### src/rtl/rpc_consts.vh
`ifndef RPC_CONSTS_VH
`define RPC_CONSTS_VH

// ----------------------------------------------------------------------
// Register map (byte addresses)
// ----------------------------------------------------------------------
`define RPC_REG_CTRL        4'h0
`define RPC_REG_STATUS      4'h4
`define RPC_REG_PATTERN     4'h8
`define RPC_CTRL_RESTART    0
`define RPC_PATTERN_RESET   32'ha5a5_0000

// ----------------------------------------------------------------------
// Table header word layout
// ----------------------------------------------------------------------
`define RPC_HDR_KIND_HI     31
`define RPC_HDR_KIND_LO     30
`define RPC_HDR_FUNC_HI     29
`define RPC_HDR_FUNC_LO     27
`define RPC_HDR_REG_HI      25
`define RPC_HDR_REG_LO      16
`define RPC_HDR_CODE_HI     7
`define RPC_HDR_BE_HI       3
`define RPC_KIND_MSG        2'h0
`define RPC_KIND_MSGD       2'h1
`define RPC_KIND_CFGWR      2'h2
`define RPC_KIND_CFGRD      2'h3

// ----------------------------------------------------------------------
// Packet header encodings
// ----------------------------------------------------------------------
`define RPC_FMT_3DW         3'h0
`define RPC_FMT_3DW_DATA    3'h2
`define RPC_FMT_4DW         3'h1
`define RPC_FMT_4DW_DATA    3'h3
`define RPC_TYPE_MEM        5'h00
`define RPC_TYPE_CFG0       5'h04
`define RPC_TYPE_CPL        5'h0a
`define RPC_TYPE_MSG        2'h2
`define RPC_CPL_OK          3'h0
`define RPC_SPEED_5G        2'h2

`endif

### src/rtl/rpc_configurator.v
`timescale 1ns/1ps
`include "rpc_consts.vh"

// Summary of operation
// - Table contents plus id and target parameters decide transmitted configuration packets
// - Walk table in order; four packet kinds
// - Wait for completion after each config request
// - Completion header mismatch means configuration failed
// - Configuration completion payload is never checked
// - No completion timeout; wait forever
// - Parameter adds optional receive register stage
// - Parameter gives populated table line count
// - Header word even, payload word odd
// - Parameter origin_id_param placed in every packet
// - Own stream while configuring, then hand it to the test master
// - Finished at end; failed too on error
// - Optional speed change to 5.0 first
// - Decode two-bit kind and its fields
// - Test master waits link up before start
// - Test master writes, reads back every window
// - Test fails on mismatch or configuration failure
// - Restart pulse reruns the whole test
module rpc_configurator #(
    parameter        EXTRA_PIPELINE  = 0,
    parameter        ROM_SIZE        = 8,
    parameter [15:0] origin_id_param = 16'h0000,
    parameter [1:0]  max_speed_param = 2'h2,
    parameter [7:0]  TGT_BUS         = 8'h01,
    parameter [4:0]  TGT_DEV         = 5'h00,
    parameter        NUM_BARS        = 1,
    parameter [31:0] BAR_BASE        = 32'h1000_0000
) (
    input  wire        clk,
    input  wire        reset_n,
    input  wire        user_lnk_up,
    input  wire        speed_change_done,
    input  wire        pio_test_restart,
    output reg         speed_change_req_q,
    output reg  [63:0] tx_tdata_q,
    output reg         tx_tvalid_q,
    output reg         tx_tlast_q,
    input  wire        tx_tready,
    input  wire [63:0] rx_tdata,
    input  wire        rx_tvalid,
    input  wire        rx_tlast,
    output reg         finished_config_q,
    output reg         failed_config_q,
    output reg         pio_test_finished_q,
    output reg         pio_test_failed_q,
    input  wire [3:0]  avs_address,
    input  wire        avs_read,
    input  wire        avs_write,
    input  wire [31:0] avs_writedata,
    output reg  [31:0] avs_readdata_q,
    output reg         avs_waitrequest_q
);

    // ------------------------------------------------------------------
    // States
    // ------------------------------------------------------------------
    localparam [2:0] C_IDLE  = 3'd0, C_SPEED = 3'd1, C_FETCH = 3'd2,
                     C_SEND  = 3'd3, C_TXW   = 3'd4, C_CPL   = 3'd5,
                     C_NEXT  = 3'd6, C_DONE  = 3'd7;
    localparam [2:0] P_LINK  = 3'd0, P_START = 3'd1, P_CFG   = 3'd2,
                     P_WR    = 3'd3, P_RD    = 3'd4, P_CPL   = 3'd5,
                     P_PASS  = 3'd6, P_FAIL  = 3'd7;

    // Configuration table, header at even index, payload at odd
    function [31:0] rom_word;
        input [9:0] idx;
        begin
            case (idx)
                10'd0:   rom_word = {2'h3, 3'h0, 1'b0, 10'd0, 12'h0, 4'hf};
                10'd1:   rom_word = 32'h0000_0000;
                10'd2:   rom_word = {2'h2, 3'h0, 1'b0, 10'd4, 12'h0, 4'hf};
                10'd3:   rom_word = BAR_BASE;
                10'd4:   rom_word = {2'h2, 3'h0, 1'b0, 10'd1, 12'h0, 4'h3};
                10'd5:   rom_word = 32'h0000_0007;
                10'd6:   rom_word = {2'h1, 3'h4, 19'h0, 8'h50};
                10'd7:   rom_word = 32'h0000_0000;
                default: rom_word = 32'h0000_0000;
            endcase
        end
    endfunction

    // ------------------------------------------------------------------
    // Registers
    // ------------------------------------------------------------------
    reg  [2:0]  cst_q;             // Configurator state
    reg  [9:0]  ptr_q;             // Table index of current header
    reg  [31:0] hdr_q;             // Current header word
    reg  [31:0] dat_q;             // Current payload word
    reg         own_q;             // Configurator owns the stream
    reg  [2:0]  pst_q;             // Test master state
    reg  [2:0]  bar_q;             // Window under test
    reg         pio_rd_q;          // Test packet is a read
    reg  [31:0] pattern_q;         // Write pattern base
    reg         restart_q;         // Restart request from software
    reg         tx_busy_q;         // Packet being issued
    reg  [1:0]  tx_beat_q;         // Next beat to issue
    reg         rx_sop_q;          // Next receive beat starts a packet
    reg  [1:0]  rx_idx_q;          // Receive beat index
    reg  [63:0] rx_h0_q;           // First completion beat
    reg         cpl_evt_q;         // Completion header seen
    reg         cpl_ok_q;          // Status, id and tag matched
    reg  [2:0]  cpl_fmt_q;         // Completion format
    reg  [31:0] cpl_data_q;        // Completion payload
    wire [63:0] r_data;            // Receive stream after optional stage
    wire        r_valid;
    wire        r_last;

    // ------------------------------------------------------------------
    // Optional receive stage
    // ------------------------------------------------------------------
    generate
        if (EXTRA_PIPELINE != 0) begin : g_rx_pipe
            reg  [63:0] pd_q;
            reg         pv_q;
            reg         pl_q;
            // One register on the receive path for timing
            always @(posedge clk) begin
                if (!reset_n) begin
                    pd_q <= 64'h0;
                    pv_q <= 1'b0;
                    pl_q <= 1'b0;
                end else begin
                    pd_q <= rx_tdata;
                    pv_q <= rx_tvalid;
                    pl_q <= rx_tlast;
                end
            end
            assign r_data  = pd_q;
            assign r_valid = pv_q;
            assign r_last  = pl_q;
        end else begin : g_rx_direct
            assign r_data  = rx_tdata;
            assign r_valid = rx_tvalid;
            assign r_last  = rx_tlast;
        end
    endgenerate

    // ------------------------------------------------------------------
    // Packet field build
    // ------------------------------------------------------------------
    wire [1:0]  kind = hdr_q[`RPC_HDR_KIND_HI:`RPC_HDR_KIND_LO];
    wire [2:0]  func = hdr_q[`RPC_HDR_FUNC_HI:`RPC_HDR_FUNC_LO];
    wire [9:0]  regn = hdr_q[`RPC_HDR_REG_HI:`RPC_HDR_REG_LO];
    wire [7:0]  ctag = ptr_q[8:1];
    wire [7:0]  ptag = {5'h10, bar_q};
    wire        is_cfg = kind[1];
    wire [31:0] pio_addr = BAR_BASE + {13'h0, bar_q, 16'h0};
    wire [31:0] pio_val  = pattern_q ^ {29'h0, bar_q};
    reg  [31:0] dw0, dw1, dw2, dw3;
    reg  [1:0]  nbeats;

    // Header dwords for whichever source owns the stream
    always @* begin
        dw2 = 32'h0;
        dw3 = 32'h0;
        nbeats = 2'd2;
        if (own_q) begin
            if (is_cfg) begin
                // Type 0 configuration request
                dw0 = {(kind == `RPC_KIND_CFGWR) ? `RPC_FMT_3DW_DATA
                       : `RPC_FMT_3DW, `RPC_TYPE_CFG0, 14'h0, 10'd1};
                dw1 = {origin_id_param, ctag, 4'h0,
                       hdr_q[`RPC_HDR_BE_HI:0]};
                dw2 = {TGT_BUS, TGT_DEV, func, 4'h0, regn, 2'b00};
                dw3 = dat_q;
            end else begin
                // Message, with payload beat when it carries data
                dw0 = {(kind == `RPC_KIND_MSGD) ? `RPC_FMT_4DW_DATA
                       : `RPC_FMT_4DW, `RPC_TYPE_MSG,
                       hdr_q[`RPC_HDR_FUNC_HI:`RPC_HDR_FUNC_LO], 14'h0,
                       (kind == `RPC_KIND_MSGD) ? 10'd1 : 10'd0};
                dw1 = {origin_id_param, ctag,
                       hdr_q[`RPC_HDR_CODE_HI:0]};
                if (kind == `RPC_KIND_MSGD) begin
                    nbeats = 2'd3;
                end
            end
        end else begin
            // Single-dword memory write or read from the test master
            dw0 = {pio_rd_q ? `RPC_FMT_3DW : `RPC_FMT_3DW_DATA,
                   `RPC_TYPE_MEM, 14'h0, 10'd1};
            dw1 = {origin_id_param, ptag, 8'h0f};
            dw2 = pio_addr;
            dw3 = pio_val;
        end
    end

    // ------------------------------------------------------------------
    // Transmit engine
    // ------------------------------------------------------------------
    wire tx_go = (own_q && cst_q == C_SEND && !tx_busy_q) ||
                 (!own_q && (pst_q == P_WR || pst_q == P_RD) && !tx_busy_q);
    wire tx_adv = tx_busy_q && (!tx_tvalid_q || tx_tready);
    wire tx_end = tx_beat_q == nbeats - 2'd1;

    // Issue beats under back-pressure, holding data while not ready
    always @(posedge clk) begin
        if (!reset_n) begin
            tx_busy_q   <= 1'b0;
            tx_beat_q   <= 2'd0;
            tx_tdata_q  <= 64'h0;
            tx_tvalid_q <= 1'b0;
            tx_tlast_q  <= 1'b0;
        end else begin
            if (tx_tvalid_q && tx_tready) begin
                tx_tvalid_q <= 1'b0;
            end
            if (tx_go) begin
                tx_busy_q <= 1'b1;
                tx_beat_q <= 2'd0;
            end else if (tx_adv) begin
                case (tx_beat_q)
                    2'd0:    tx_tdata_q <= {dw1, dw0};
                    2'd1:    tx_tdata_q <= {dw3, dw2};
                    default: tx_tdata_q <= {32'h0, dat_q};
                endcase
                tx_tvalid_q <= 1'b1;
                tx_tlast_q  <= tx_end;
                tx_beat_q   <= tx_beat_q + 2'd1;
                if (tx_end) begin
                    tx_busy_q <= 1'b0;
                end
            end
        end
    end

    // ------------------------------------------------------------------
    // Receive completion decode
    // ------------------------------------------------------------------
    wire [7:0] want_tag = own_q ? ctag : ptag;

    // Never throttled; header fields only, payload just kept
    always @(posedge clk) begin
        if (!reset_n) begin
            rx_sop_q   <= 1'b1;
            rx_idx_q   <= 2'd0;
            rx_h0_q    <= 64'h0;
            cpl_evt_q  <= 1'b0;
            cpl_ok_q   <= 1'b0;
            cpl_fmt_q  <= 3'h0;
            cpl_data_q <= 32'h0;
        end else begin
            cpl_evt_q <= 1'b0;
            if (r_valid) begin
                rx_sop_q <= r_last;
                rx_idx_q <= rx_sop_q ? 2'd1 : rx_idx_q + 2'd1;
                if (rx_sop_q) begin
                    rx_h0_q <= r_data;
                end
                if (!rx_sop_q && rx_idx_q == 2'd1 &&
                    rx_h0_q[28:24] == `RPC_TYPE_CPL) begin
                    cpl_evt_q  <= 1'b1;
                    cpl_fmt_q  <= rx_h0_q[31:29];
                    cpl_ok_q   <= rx_h0_q[47:45] == `RPC_CPL_OK &&
                                  r_data[31:16] == origin_id_param &&
                                  r_data[15:8] == want_tag;
                    cpl_data_q <= r_data[63:32];
                end
            end
        end
    end

    // ------------------------------------------------------------------
    // Configurator sequence
    // ------------------------------------------------------------------
    wire start_cfg = pst_q == P_START;
    wire [2:0] exp_fmt = (kind == `RPC_KIND_CFGRD) ? `RPC_FMT_3DW_DATA
                                                   : `RPC_FMT_3DW;

    // Speed change, table walk, completion wait and outcome flags
    always @(posedge clk) begin
        if (!reset_n) begin
            cst_q              <= C_IDLE;
            ptr_q              <= 10'd0;
            hdr_q              <= 32'h0;
            dat_q              <= 32'h0;
            own_q              <= 1'b1;
            speed_change_req_q <= 1'b0;
            finished_config_q  <= 1'b0;
            failed_config_q    <= 1'b0;
        end else if (start_cfg) begin
            // New start clears the held outcome
            own_q             <= 1'b1;
            ptr_q             <= 10'd0;
            finished_config_q <= 1'b0;
            failed_config_q   <= 1'b0;
            if (max_speed_param == `RPC_SPEED_5G) begin
                speed_change_req_q <= 1'b1;
                cst_q              <= C_SPEED;
            end else begin
                cst_q <= C_FETCH;
            end
        end else begin
            case (cst_q)
                C_IDLE: begin
                    cst_q <= C_IDLE;
                end
                C_SPEED: begin
                    // Attempt finishes either way before the table walk
                    if (speed_change_done) begin
                        speed_change_req_q <= 1'b0;
                        cst_q              <= C_FETCH;
                    end
                end
                C_FETCH: begin
                    hdr_q <= rom_word(ptr_q);
                    dat_q <= rom_word(ptr_q + 10'd1);
                    cst_q <= C_SEND;
                end
                C_SEND: begin
                    if (!tx_busy_q) begin
                        cst_q <= C_TXW;
                    end
                end
                C_TXW: begin
                    if (!tx_busy_q) begin
                        cst_q <= is_cfg ? C_CPL : C_NEXT;
                    end
                end
                C_CPL: begin
                    // No timeout: stays here until a completion
                    if (cpl_evt_q) begin
                        if (!cpl_ok_q || cpl_fmt_q != exp_fmt) begin
                            // Both flags and the hand-over in one edge
                            failed_config_q   <= 1'b1;
                            finished_config_q <= 1'b1;
                            own_q             <= 1'b0;
                            cst_q             <= C_IDLE;
                        end else begin
                            cst_q <= C_NEXT;
                        end
                    end
                end
                C_NEXT: begin
                    if (ptr_q + 10'd2 >= ROM_SIZE[9:0]) begin
                        cst_q <= C_DONE;
                    end else begin
                        ptr_q <= ptr_q + 10'd2;
                        cst_q <= C_FETCH;
                    end
                end
                C_DONE: begin
                    finished_config_q <= 1'b1;
                    own_q             <= 1'b0;
                    cst_q             <= C_IDLE;
                end
                default: cst_q <= C_IDLE;
            endcase
        end
    end

    // ------------------------------------------------------------------
    // Test master sequence
    // ------------------------------------------------------------------
    wire cfg_end = finished_config_q && cst_q == C_IDLE;

    // Link wait, start pulse, window write and readback
    always @(posedge clk) begin
        if (!reset_n) begin
            pst_q               <= P_LINK;
            bar_q               <= 3'd0;
            pio_rd_q            <= 1'b0;
            pio_test_finished_q <= 1'b0;
            pio_test_failed_q   <= 1'b0;
        end else if (pio_test_restart || restart_q) begin
            pst_q               <= P_LINK;
            pio_test_finished_q <= 1'b0;
            pio_test_failed_q   <= 1'b0;
        end else begin
            case (pst_q)
                P_LINK: begin
                    if (user_lnk_up) begin
                        pst_q <= P_START;
                    end
                end
                P_START: begin
                    pst_q <= P_CFG;
                end
                P_CFG: begin
                    bar_q <= 3'd0;
                    if (cfg_end) begin
                        pst_q <= failed_config_q ? P_FAIL : P_WR;
                    end
                end
                P_WR: begin
                    if (!tx_busy_q) begin
                        pio_rd_q <= 1'b0;
                        pst_q    <= P_RD;
                    end
                end
                P_RD: begin
                    if (!tx_busy_q) begin
                        pio_rd_q <= 1'b1;
                        pst_q    <= P_CPL;
                    end
                end
                P_CPL: begin
                    if (cpl_evt_q) begin
                        if (!cpl_ok_q || cpl_data_q != pio_val) begin
                            pst_q <= P_FAIL;
                        end else if (bar_q == NUM_BARS - 1) begin
                            pst_q <= P_PASS;
                        end else begin
                            bar_q <= bar_q + 3'd1;
                            pst_q <= P_WR;
                        end
                    end
                end
                P_PASS: begin
                    pio_test_finished_q <= 1'b1;
                end
                P_FAIL: begin
                    pio_test_failed_q <= 1'b1;
                end
                default: pst_q <= P_LINK;
            endcase
        end
    end

    // ------------------------------------------------------------------
    // Avalon-MM register slave
    // ------------------------------------------------------------------
    wire av_take = (avs_read || avs_write) && avs_waitrequest_q;

    // Answer one cycle after the request; unmapped reads return zero
    always @(posedge clk) begin
        if (!reset_n) begin
            avs_waitrequest_q <= 1'b1;
            avs_readdata_q    <= 32'h0;
            pattern_q         <= `RPC_PATTERN_RESET;
            restart_q         <= 1'b0;
        end else begin
            restart_q         <= 1'b0;
            avs_waitrequest_q <= !av_take;
            // Write lands at the edge that sees waitrequest low
            if (avs_write && !avs_waitrequest_q) begin
                if (avs_address == `RPC_REG_CTRL) begin
                    restart_q <= avs_writedata[`RPC_CTRL_RESTART];
                end else if (avs_address == `RPC_REG_PATTERN) begin
                    pattern_q <= avs_writedata;
                end
            end
            if (av_take && avs_read) begin
                case (avs_address)
                    `RPC_REG_STATUS:  avs_readdata_q <= {22'h0, pst_q,
                        cst_q, pio_test_failed_q, pio_test_finished_q,
                        failed_config_q, finished_config_q};
                    `RPC_REG_PATTERN: avs_readdata_q <= pattern_q;
                    default:          avs_readdata_q <= 32'h0;
                endcase
            end
        end
    end

endmodule // rpc_configurator

### config.mk
export PLATFORM = sky130hd
export DESIGN_NAME = rpc_configurator
export DESIGN_NICKNAME = d
export VERILOG_FILES = /design/src/rtl/rpc_configurator.v
export VERILOG_INCLUDE_DIRS = /design/src /design/src/rtl
export SDC_FILE = /design/constraint.sdc
export NUM_CORES = 1
export LEC_CHECK = 0
export ABC_CLOCK_PERIOD_IN_PS = 2650
export BUFFER_PORTS_ARGS = -buffer_cell sky130_fd_sc_hd__buf_2
export CORE_MARGIN = 2
export CORE_UTILIZATION = 40
export CTS_CLUSTER_DIAMETER = 40
export CTS_CLUSTER_SIZE = 16
export DETAILED_ROUTE_END_ITERATION = 7
export PLACE_DENSITY = 0.64
export REMOVE_ABC_BUFFERS = 1
export SYNTH_ARGS = -nofsm -noshare
export SYNTH_HDL_FRONTEND = slang
export SYNTH_SLANG_ARGS = --single-unit
### constraint.sdc
create_clock -name clk -period 2.65 [get_ports clk]
set_input_delay 0.53 -clock clk [delete_from_list [all_inputs] [get_ports clk]]
set_output_delay 0.53 -clock clk [all_outputs]
set_load 0.1 [all_outputs]
== After elaboration in Yosys (flattened, before gate mapping) ==
Memory sizes are Yosys's and may differ from the RTL's. A register that Yosys moved wholly into a read port is not among the register bits.
Index checks and enable logic that the tools add are counted.

* Register bits after elaboration: 313
* ROM bits: 192
* Memories: 2

{| class="wikitable"
|+ Memory list
! memory !! words !! width !! read ports !! clocked after Yosys merged registers in !! wr ports !! RTL line !! text
|-
| (no name shown) || 8 || 12 || 1 || 1 || 0 || rpc_configurator.v:72 || <nowiki>case (idx)</nowiki>
|-
| (no name shown) || 8 || 12 || 1 || 0 || 0 || rpc_configurator.v:72 ||
|}

* $add $sub $neg: 7
* Magnitude comparators: 1
* Eq/ne operators: 42
* Muxes and demuxes: 64
* Bitwise gates (word level): 7
* Reduce and logical (&&, ||, !) cells: 66

{| class="wikitable"
|+ Operators with widths
! cell !! count
|-
| 32-bit two-way mux || 6
|-
| 64-bit case mux with 2 select lines || 1
|-
| 32-bit case mux with 2 select lines || 1
|-
| 3-bit two-way mux || 18
|-
| 32-bit != test || 1
|-
| 32-bit by 3-bit XOR with 32-bit output || 1
|-
| 31-bit two-way mux || 1
|-
| 29-bit by 19-bit adder with 30-bit output, first input constant || 1
|-
| 25-bit two-way mux || 1
|-
| 3-bit == test, second input constant || 8
|-
| 2-bit != test, second input constant || 12
|-
| 1-bit two-way mux || 21
|-
| 3-bit case mux with 7 select lines || 1
|-
| 3-bit case mux with 6 select lines || 1
|-
| 16-bit zero test || 1
|-
| 16-bit two-way mux || 1
|-
| 8-bit two-way mux || 2
|-
| 2-bit AND reduction || 8
|-
| 1-bit logical AND || 14
|-
| 7-bit zero test || 2
|-
| 2-bit nonzero test || 7
|-
| 3-bit by 2-bit == test with 1-bit output, second input constant || 4
|-
| 3-bit zero test || 4
|-
| 2-bit two-way mux || 6
|-
| other kinds (29) || 64
|}

== Depth between registers and ports, before layout ==
* Depth after elaboration: 9
* Depth in mapped cells: 8
* Gate-level depth less buffers: 7

== Least setup slack after synthesis ==
Ideal clock, no wire load.

* Path kind: reg-to-reg
* From: register avs_waitrequest_q
* To: register avs_readdata_q[2]
* Data arrival time: 2.399 ns
* Required time: 2.582 ns
* Path slack: 0.182 ns
* Stages on the path, launching flop included: 6
* Path buffers: 1
* Clock period less this slack: 2.468 ns
* Path through: dfxtp_1 > nand2_1 > nor4bb_1 > clkbuf_1 > a222oi_1 > nor2b_1

* Longest elaborated chain between the ends: 2

{| class="wikitable"
|+ RTL lines
! element !! RTL line !! text
|-
| from (decl) || rpc_configurator.v:55 || <nowiki>output reg avs_waitrequest_q</nowiki>
|-
| from (signal assigned) || rpc_configurator.v:438 || <nowiki>avs_waitrequest_q <= !av_take;</nowiki>
|-
| 1-bit logical AND || rpc_configurator.v:427 || <nowiki>wire av_take = (avs_read || avs_write) && avs_waitrequest_q;</nowiki>
|-
| 1-bit logical AND || rpc_configurator.v:447 || <nowiki>if (av_take && avs_read) begin</nowiki>
|-
| to (signal assigned) || rpc_configurator.v:449 || <nowiki>`RPC_REG_STATUS: avs_readdata_q <= {22'h0, pst_q,</nowiki>
|-
| to (signal assigned) || rpc_configurator.v:452 || <nowiki>`RPC_REG_PATTERN: avs_readdata_q <= pattern_q;</nowiki>
|-
| to (decl) || rpc_configurator.v:54 || <nowiki>output reg [31:0] avs_readdata_q,</nowiki>
|}

Every way passes these cells.
A chain may end at the register's enable or synchronous reset.

== Worst setup path after layout ==
* From: register pst_q[0]
* To: register ptr_q[4]

* Longest elaborated chain between the ends: 2

{| class="wikitable"
|+ RTL lines
! element !! RTL line !! text
|-
| from (decl) || rpc_configurator.v:94 || <nowiki>reg [2:0] pst_q;</nowiki>
|-
| from (signal assigned) || rpc_configurator.v:386 || <nowiki>pst_q <= failed_config_q ? P_FAIL : P_WR;</nowiki>
|-
| 3-bit by 1-bit == test with 1-bit output || rpc_configurator.v:270 || <nowiki>wire start_cfg = pst_q == P_START;</nowiki>
|-
| 2-bit OR reduction (no line) || -- ||
|-
| to (signal assigned) || rpc_configurator.v:342 || <nowiki>ptr_q <= ptr_q + 10'd2;</nowiki>
|-
| to (decl) || rpc_configurator.v:90 || <nowiki>reg [9:0] ptr_q;</nowiki>
|}

Every way passes these cells.

==> reports/summary.txt <==
POWER
----------------------------------------------------------------------------------------------------
Internal power summed over all cells                                                         6.29 mW
Peak VDD IR                                                                               0.000457 V
Power per cell area                                                                       713 nW/um2
Leakage                                                                                      4.67 nW
Fraction of power consumed by the clock network                                                0.556
Power Total                                                                                  8.30 mW
Switching share of power                                                                       0.242
Net Sw Power                                                                                 2.01 mW
Share of total power in combinational logic                                                    0.062
Fraction of power consumed by sequential logic                                                 0.383

PLACED DESIGN
----------------------------------------------------------------------------------------------------
Area post-placement                                                                       10,400 um2
RePlAce Congestion                                                                             0.838
Hpwl dp                                                                                      18.6 mm
Buffers on Ports                                                                                 185

DETAILED ROUTING
----------------------------------------------------------------------------------------------------
Mean routed wirelength per cell                                                              16.7 um
Post-detailed-route DRC marker count                                                               0
Total via count after detailed routing                                                         8,246
Routed Antenna Nets                                                                                0
Per-cell via count in the routed design                                                         5.25
Routed Wire Length                                                                           26.3 mm
Iter 0 DRT Violations                                                                            643
Pre-antenna DRT Iters                                                                              5

DIE
----------------------------------------------------------------------------------------------------
Die span in x                                                                                 156 um
Die height                                                                                    156 um
Core Box Area                                                                             22,700 um2
Row count                                                                                         55
Initial Utilization                                                                            0.409
Full die area                                                                             24,400 um2
I/O pin count                                                                                    214

SYNTHESIS
----------------------------------------------------------------------------------------------------
Post-synthesis async set-or-reset flop share                                                       0
Main synth FF type                                                                      sky130_fd_sc_hd__dfxtp_1
Distinct cells, synth                                                                             68
Sequential cell area fraction in the yosys report                                              0.447
Mean post-synth cell area                                                                   8.54 um2
Cell count after synthesis                                                                     1,087
Post-synthesis instance area                                                                9280 um2
Number of enable flip-flop cells after synthesis                                                   0
Seq cells post-synth                                                                             207
Number of warnings reported in the yosys synthesis log                                             0

WORST SETUP PATH
----------------------------------------------------------------------------------------------------
Maximum fanout count along the critical path                                                      14
R2R depth                                                                                          5
FF-to-FF End                                                                            ptr_q[4]$_SDFFE_PP0P_
Slack of the worst reg-to-reg path                                                            510 ps
Origin of the critical flop-to-flop path                                                pst_q[0]$_SDFFE_PP0P_
Critical path startpoint category                                                               flop
Last element of the critical path                                                       ptr_q[4]$_SDFFE_PP0P_
Crit path required time                                                                      3040 ps
CP Capture Type                                                                                 flop
Critical path startpoint                                                                pst_q[0]$_SDFFE_PP0P_
Critical path class                                                                     flop to flop
Arrival time at the worst endpoint                                                           2530 ps

STA
----------------------------------------------------------------------------------------------------
Number of setup violations in the final report                                                     0
Worst hold slack                                                                              237 ps
Achievable clock frequency                                                                   468 MHz
RSZ-0062 raised after global routing                                                           false
Layout Skew                                                                                  10.4 ps
Period utilization                                                                             0.806
Fin. max-slew vios                                                                                 0
Slew of the pin with the lowest slew margin                                                   772 ps
Min cycle time layout                                                                        2140 ps
Worst slew slack as a fraction of its limit                                                    0.486
Count of final hold-check violations                                                               0

STATUS
----------------------------------------------------------------------------------------------------
Status                                                                                  complete, no violations

CTS
----------------------------------------------------------------------------------------------------
Clock tree root buffer cell                                                             sky130_fd_sc_hd__clkbuf_16
H-tree levels                                                                                      2
Number of resized instances in the post-cts repair step                                            0
# Post-CTS Setup Buffers                                                                           0
Number of buffers added by the clock tree synthesis step                                          35
Clock-pin slew reported for the worst setup and hold paths after clock tree synthesis          60 ps
Max Buffers Root-to-Sink                                                                           3
CTS tree                                                                                         yes
Clock sink count                                                                                 207
Skew-Pair Late Insertion Delay                                                                500 ps
Hold Buf Count CTS                                                                                 0

LAYOUT
----------------------------------------------------------------------------------------------------
Layout cell share with drive strength beyond 1                                                 0.225
Area used by multi-input combinational logic                                                4690 um2
Fill cells                                                                                     2,190
Synthesis-to-layout area growth                                                                25.4%
Final instance area                                                                       11,600 um2
Layout net count                                                                               1,380
Core occupancy in the finished layout                                                          0.512
Reg area                                                                                    4140 um2

GLOBAL ROUTE
----------------------------------------------------------------------------------------------------
Pin count of the biggest net entering global routing                                              91
Overall routing resource usage                                                                 0.213
Final global-route overflow total                                                                  0
Vias in the first global route                                                                 7,728
First-pass GRT wire length                                                                   41.6 mm
Number of antenna violations at the first check in global routing                                  0

JOB
----------------------------------------------------------------------------------------------------
Max-cap check violation count                                                                      0

MIN PATH
----------------------------------------------------------------------------------------------------
Hold Crit Class                                                                         input pin to flop

synth_stat cells, drive strengths merged (4+ instances only):
master | number | area share
xor2 | 6 | 0.0057
o21ai | 24 | 0.013
xnor2 | 32 | 0.030
dfxtp | 207 | 0.45
a22oi | 36 | 0.030
nor4 | 10 | 0.0074
and2 | 13 | 0.0088
mux2i | 4 | 0.0043
nor2b | 53 | 0.036
and4 | 4 | 0.0038
inv | 24 | 0.0097
nand3 | 42 | 0.023
nor3 | 9 | 0.0054
o211ai | 11 | 0.0089
o211a | 10 | 0.011
nand4 | 14 | 0.0094
buf | 27 | 0.020
nand2 | 234 | 0.095
a21boi | 99 | 0.080
nand2b | 9 | 0.0061
ha | 11 | 0.015
clkbuf | 70 | 0.028
nor2 | 25 | 0.010
a222oi | 11 | 0.012
a221oi | 5 | 0.0047
a211oi | 5 | 0.0040
a31oi | 9 | 0.0061
and3 | 4 | 0.0032
a21oi | 25 | 0.013
nor3b | 4 | 0.0032
sequential cells by signal, summed over array words and instances, names as in the netlist, 3 cells and up, named ones only:
name and count:
tx_tdata_q 44, avs_readdata_q 32, cpl_data_q 32, pattern_q 32, rx_h0_q 11, ptr_q 9, hdr_q 7, bar_q 3
cpl_fmt_q 3, cst_q 3, pst_q 3
power by group through the flow:
stage	Combinational (mW)	Clock [mW]	Sequential, mW
after floorplan	0.265	0	3.29
after global placement	0.509	0	3.24
after detailed placement	0.511	0	3.24
after CTS	0.512	4.68	3.17
after global routing	0.551	4.82	3.18
final	0.512	4.61	3.17
critical path, cell delays in order, from the launching register on:
cell and delay (ps):
sky130_fd_sc_hd__dfxtp_1 490, sky130_fd_sc_hd__inv_2 150, sky130_fd_sc_hd__nor3_1 410, sky130_fd_sc_hd__nand2b_1 510
sky130_fd_sc_hd__a21oi_1 250, sky130_fd_sc_hd__and2_1 220
cells in the final DEF, fill, tap and decap left out, drive strengths merged, types with 14 or more instances in the layout:
cell type | Yosys | final
a21boi | 99 | 99
a21oi | 25 | 25
a22oi | 36 | 36
buf | 27 | 213
clkbuf | 70 | 41
conb | 1 | 20
dfxtp | 207 | 207
inv | 24 | 29
nand2 | 234 | 234
nand3 | 42 | 42
nand4 | 14 | 14
nor2 | 25 | 25
nor2b | 53 | 53
o21ai | 24 | 24
xnor2 | 32 | 32
logic make-up after synthesis:
family,synth area share
mux,0.00553
flops,0.447
compound gates,0.205
simple gates,0.228
fa+ha+maj,0.0148
xor+xnor,0.0407
buf+inv,0.0585
other cells,0.000404
metal layers:
layer  routed length (um)  vias up  global-route usage
met5                    0        -                   0
met4                  517        0              0.0629
met3                 1860       42              0.0421
met2                11500      283               0.329
met1                12400     3830               0.301
li1                     -     4091                   -
layout make-up:
class | count | share of cell area
Multi-Input combinational cell | 777 | 0.403
Sequential cell | 207 | 0.356
Timing Repair Buffer | 213 | 0.0979
Clock buffer | 41 | 0.0817
Tap cell | 285 | 0.0306
Clock inverter | 22 | 0.0218
Inverter | 25 | 0.00807
Antenna cell | 1 | 0.000215
metrics by stage:
| stage | instances | worst slack (ps) | setup TNS, ps |
|---|---|---|---|
| 2_1_floorplan | 1009 | -2210 | -80360 |
| 4_1_cts | 1570 | 545 | 0 |
| 5_1_grt | 1570 | 199 | 0 |
| 6_report | 1571 | 513 | 0 |
| 3_5_place_dp | 1507 | 375 | 0 |
| 3_3_place_gp | 1507 | 420 | 0 |
worst min path at each step:
stage                                               to  slack, ps                          from  depth (start not counted)
final                       pattern_q[26]$_SDFFE_PN1P_        240             avs_writedata[26]                          3
after global placement    avs_waitrequest_q$_SDFF_PN1_        420  avs_waitrequest_q$_SDFF_PN1_                          1
after CTS                   pattern_q[26]$_SDFFE_PN1P_        230             avs_writedata[26]                          3
after floorplan               rx_h0_q[25]$_SDFFE_PN0P_        440      rx_h0_q[25]$_SDFFE_PN0P_                          2
after detailed placement  avs_waitrequest_q$_SDFF_PN1_        430  avs_waitrequest_q$_SDFF_PN1_                          1
after global routing        pattern_q[21]$_SDFFE_PN1P_        250             avs_writedata[21]                          3
Note: power is estimated with default switching activity, not from simulation.
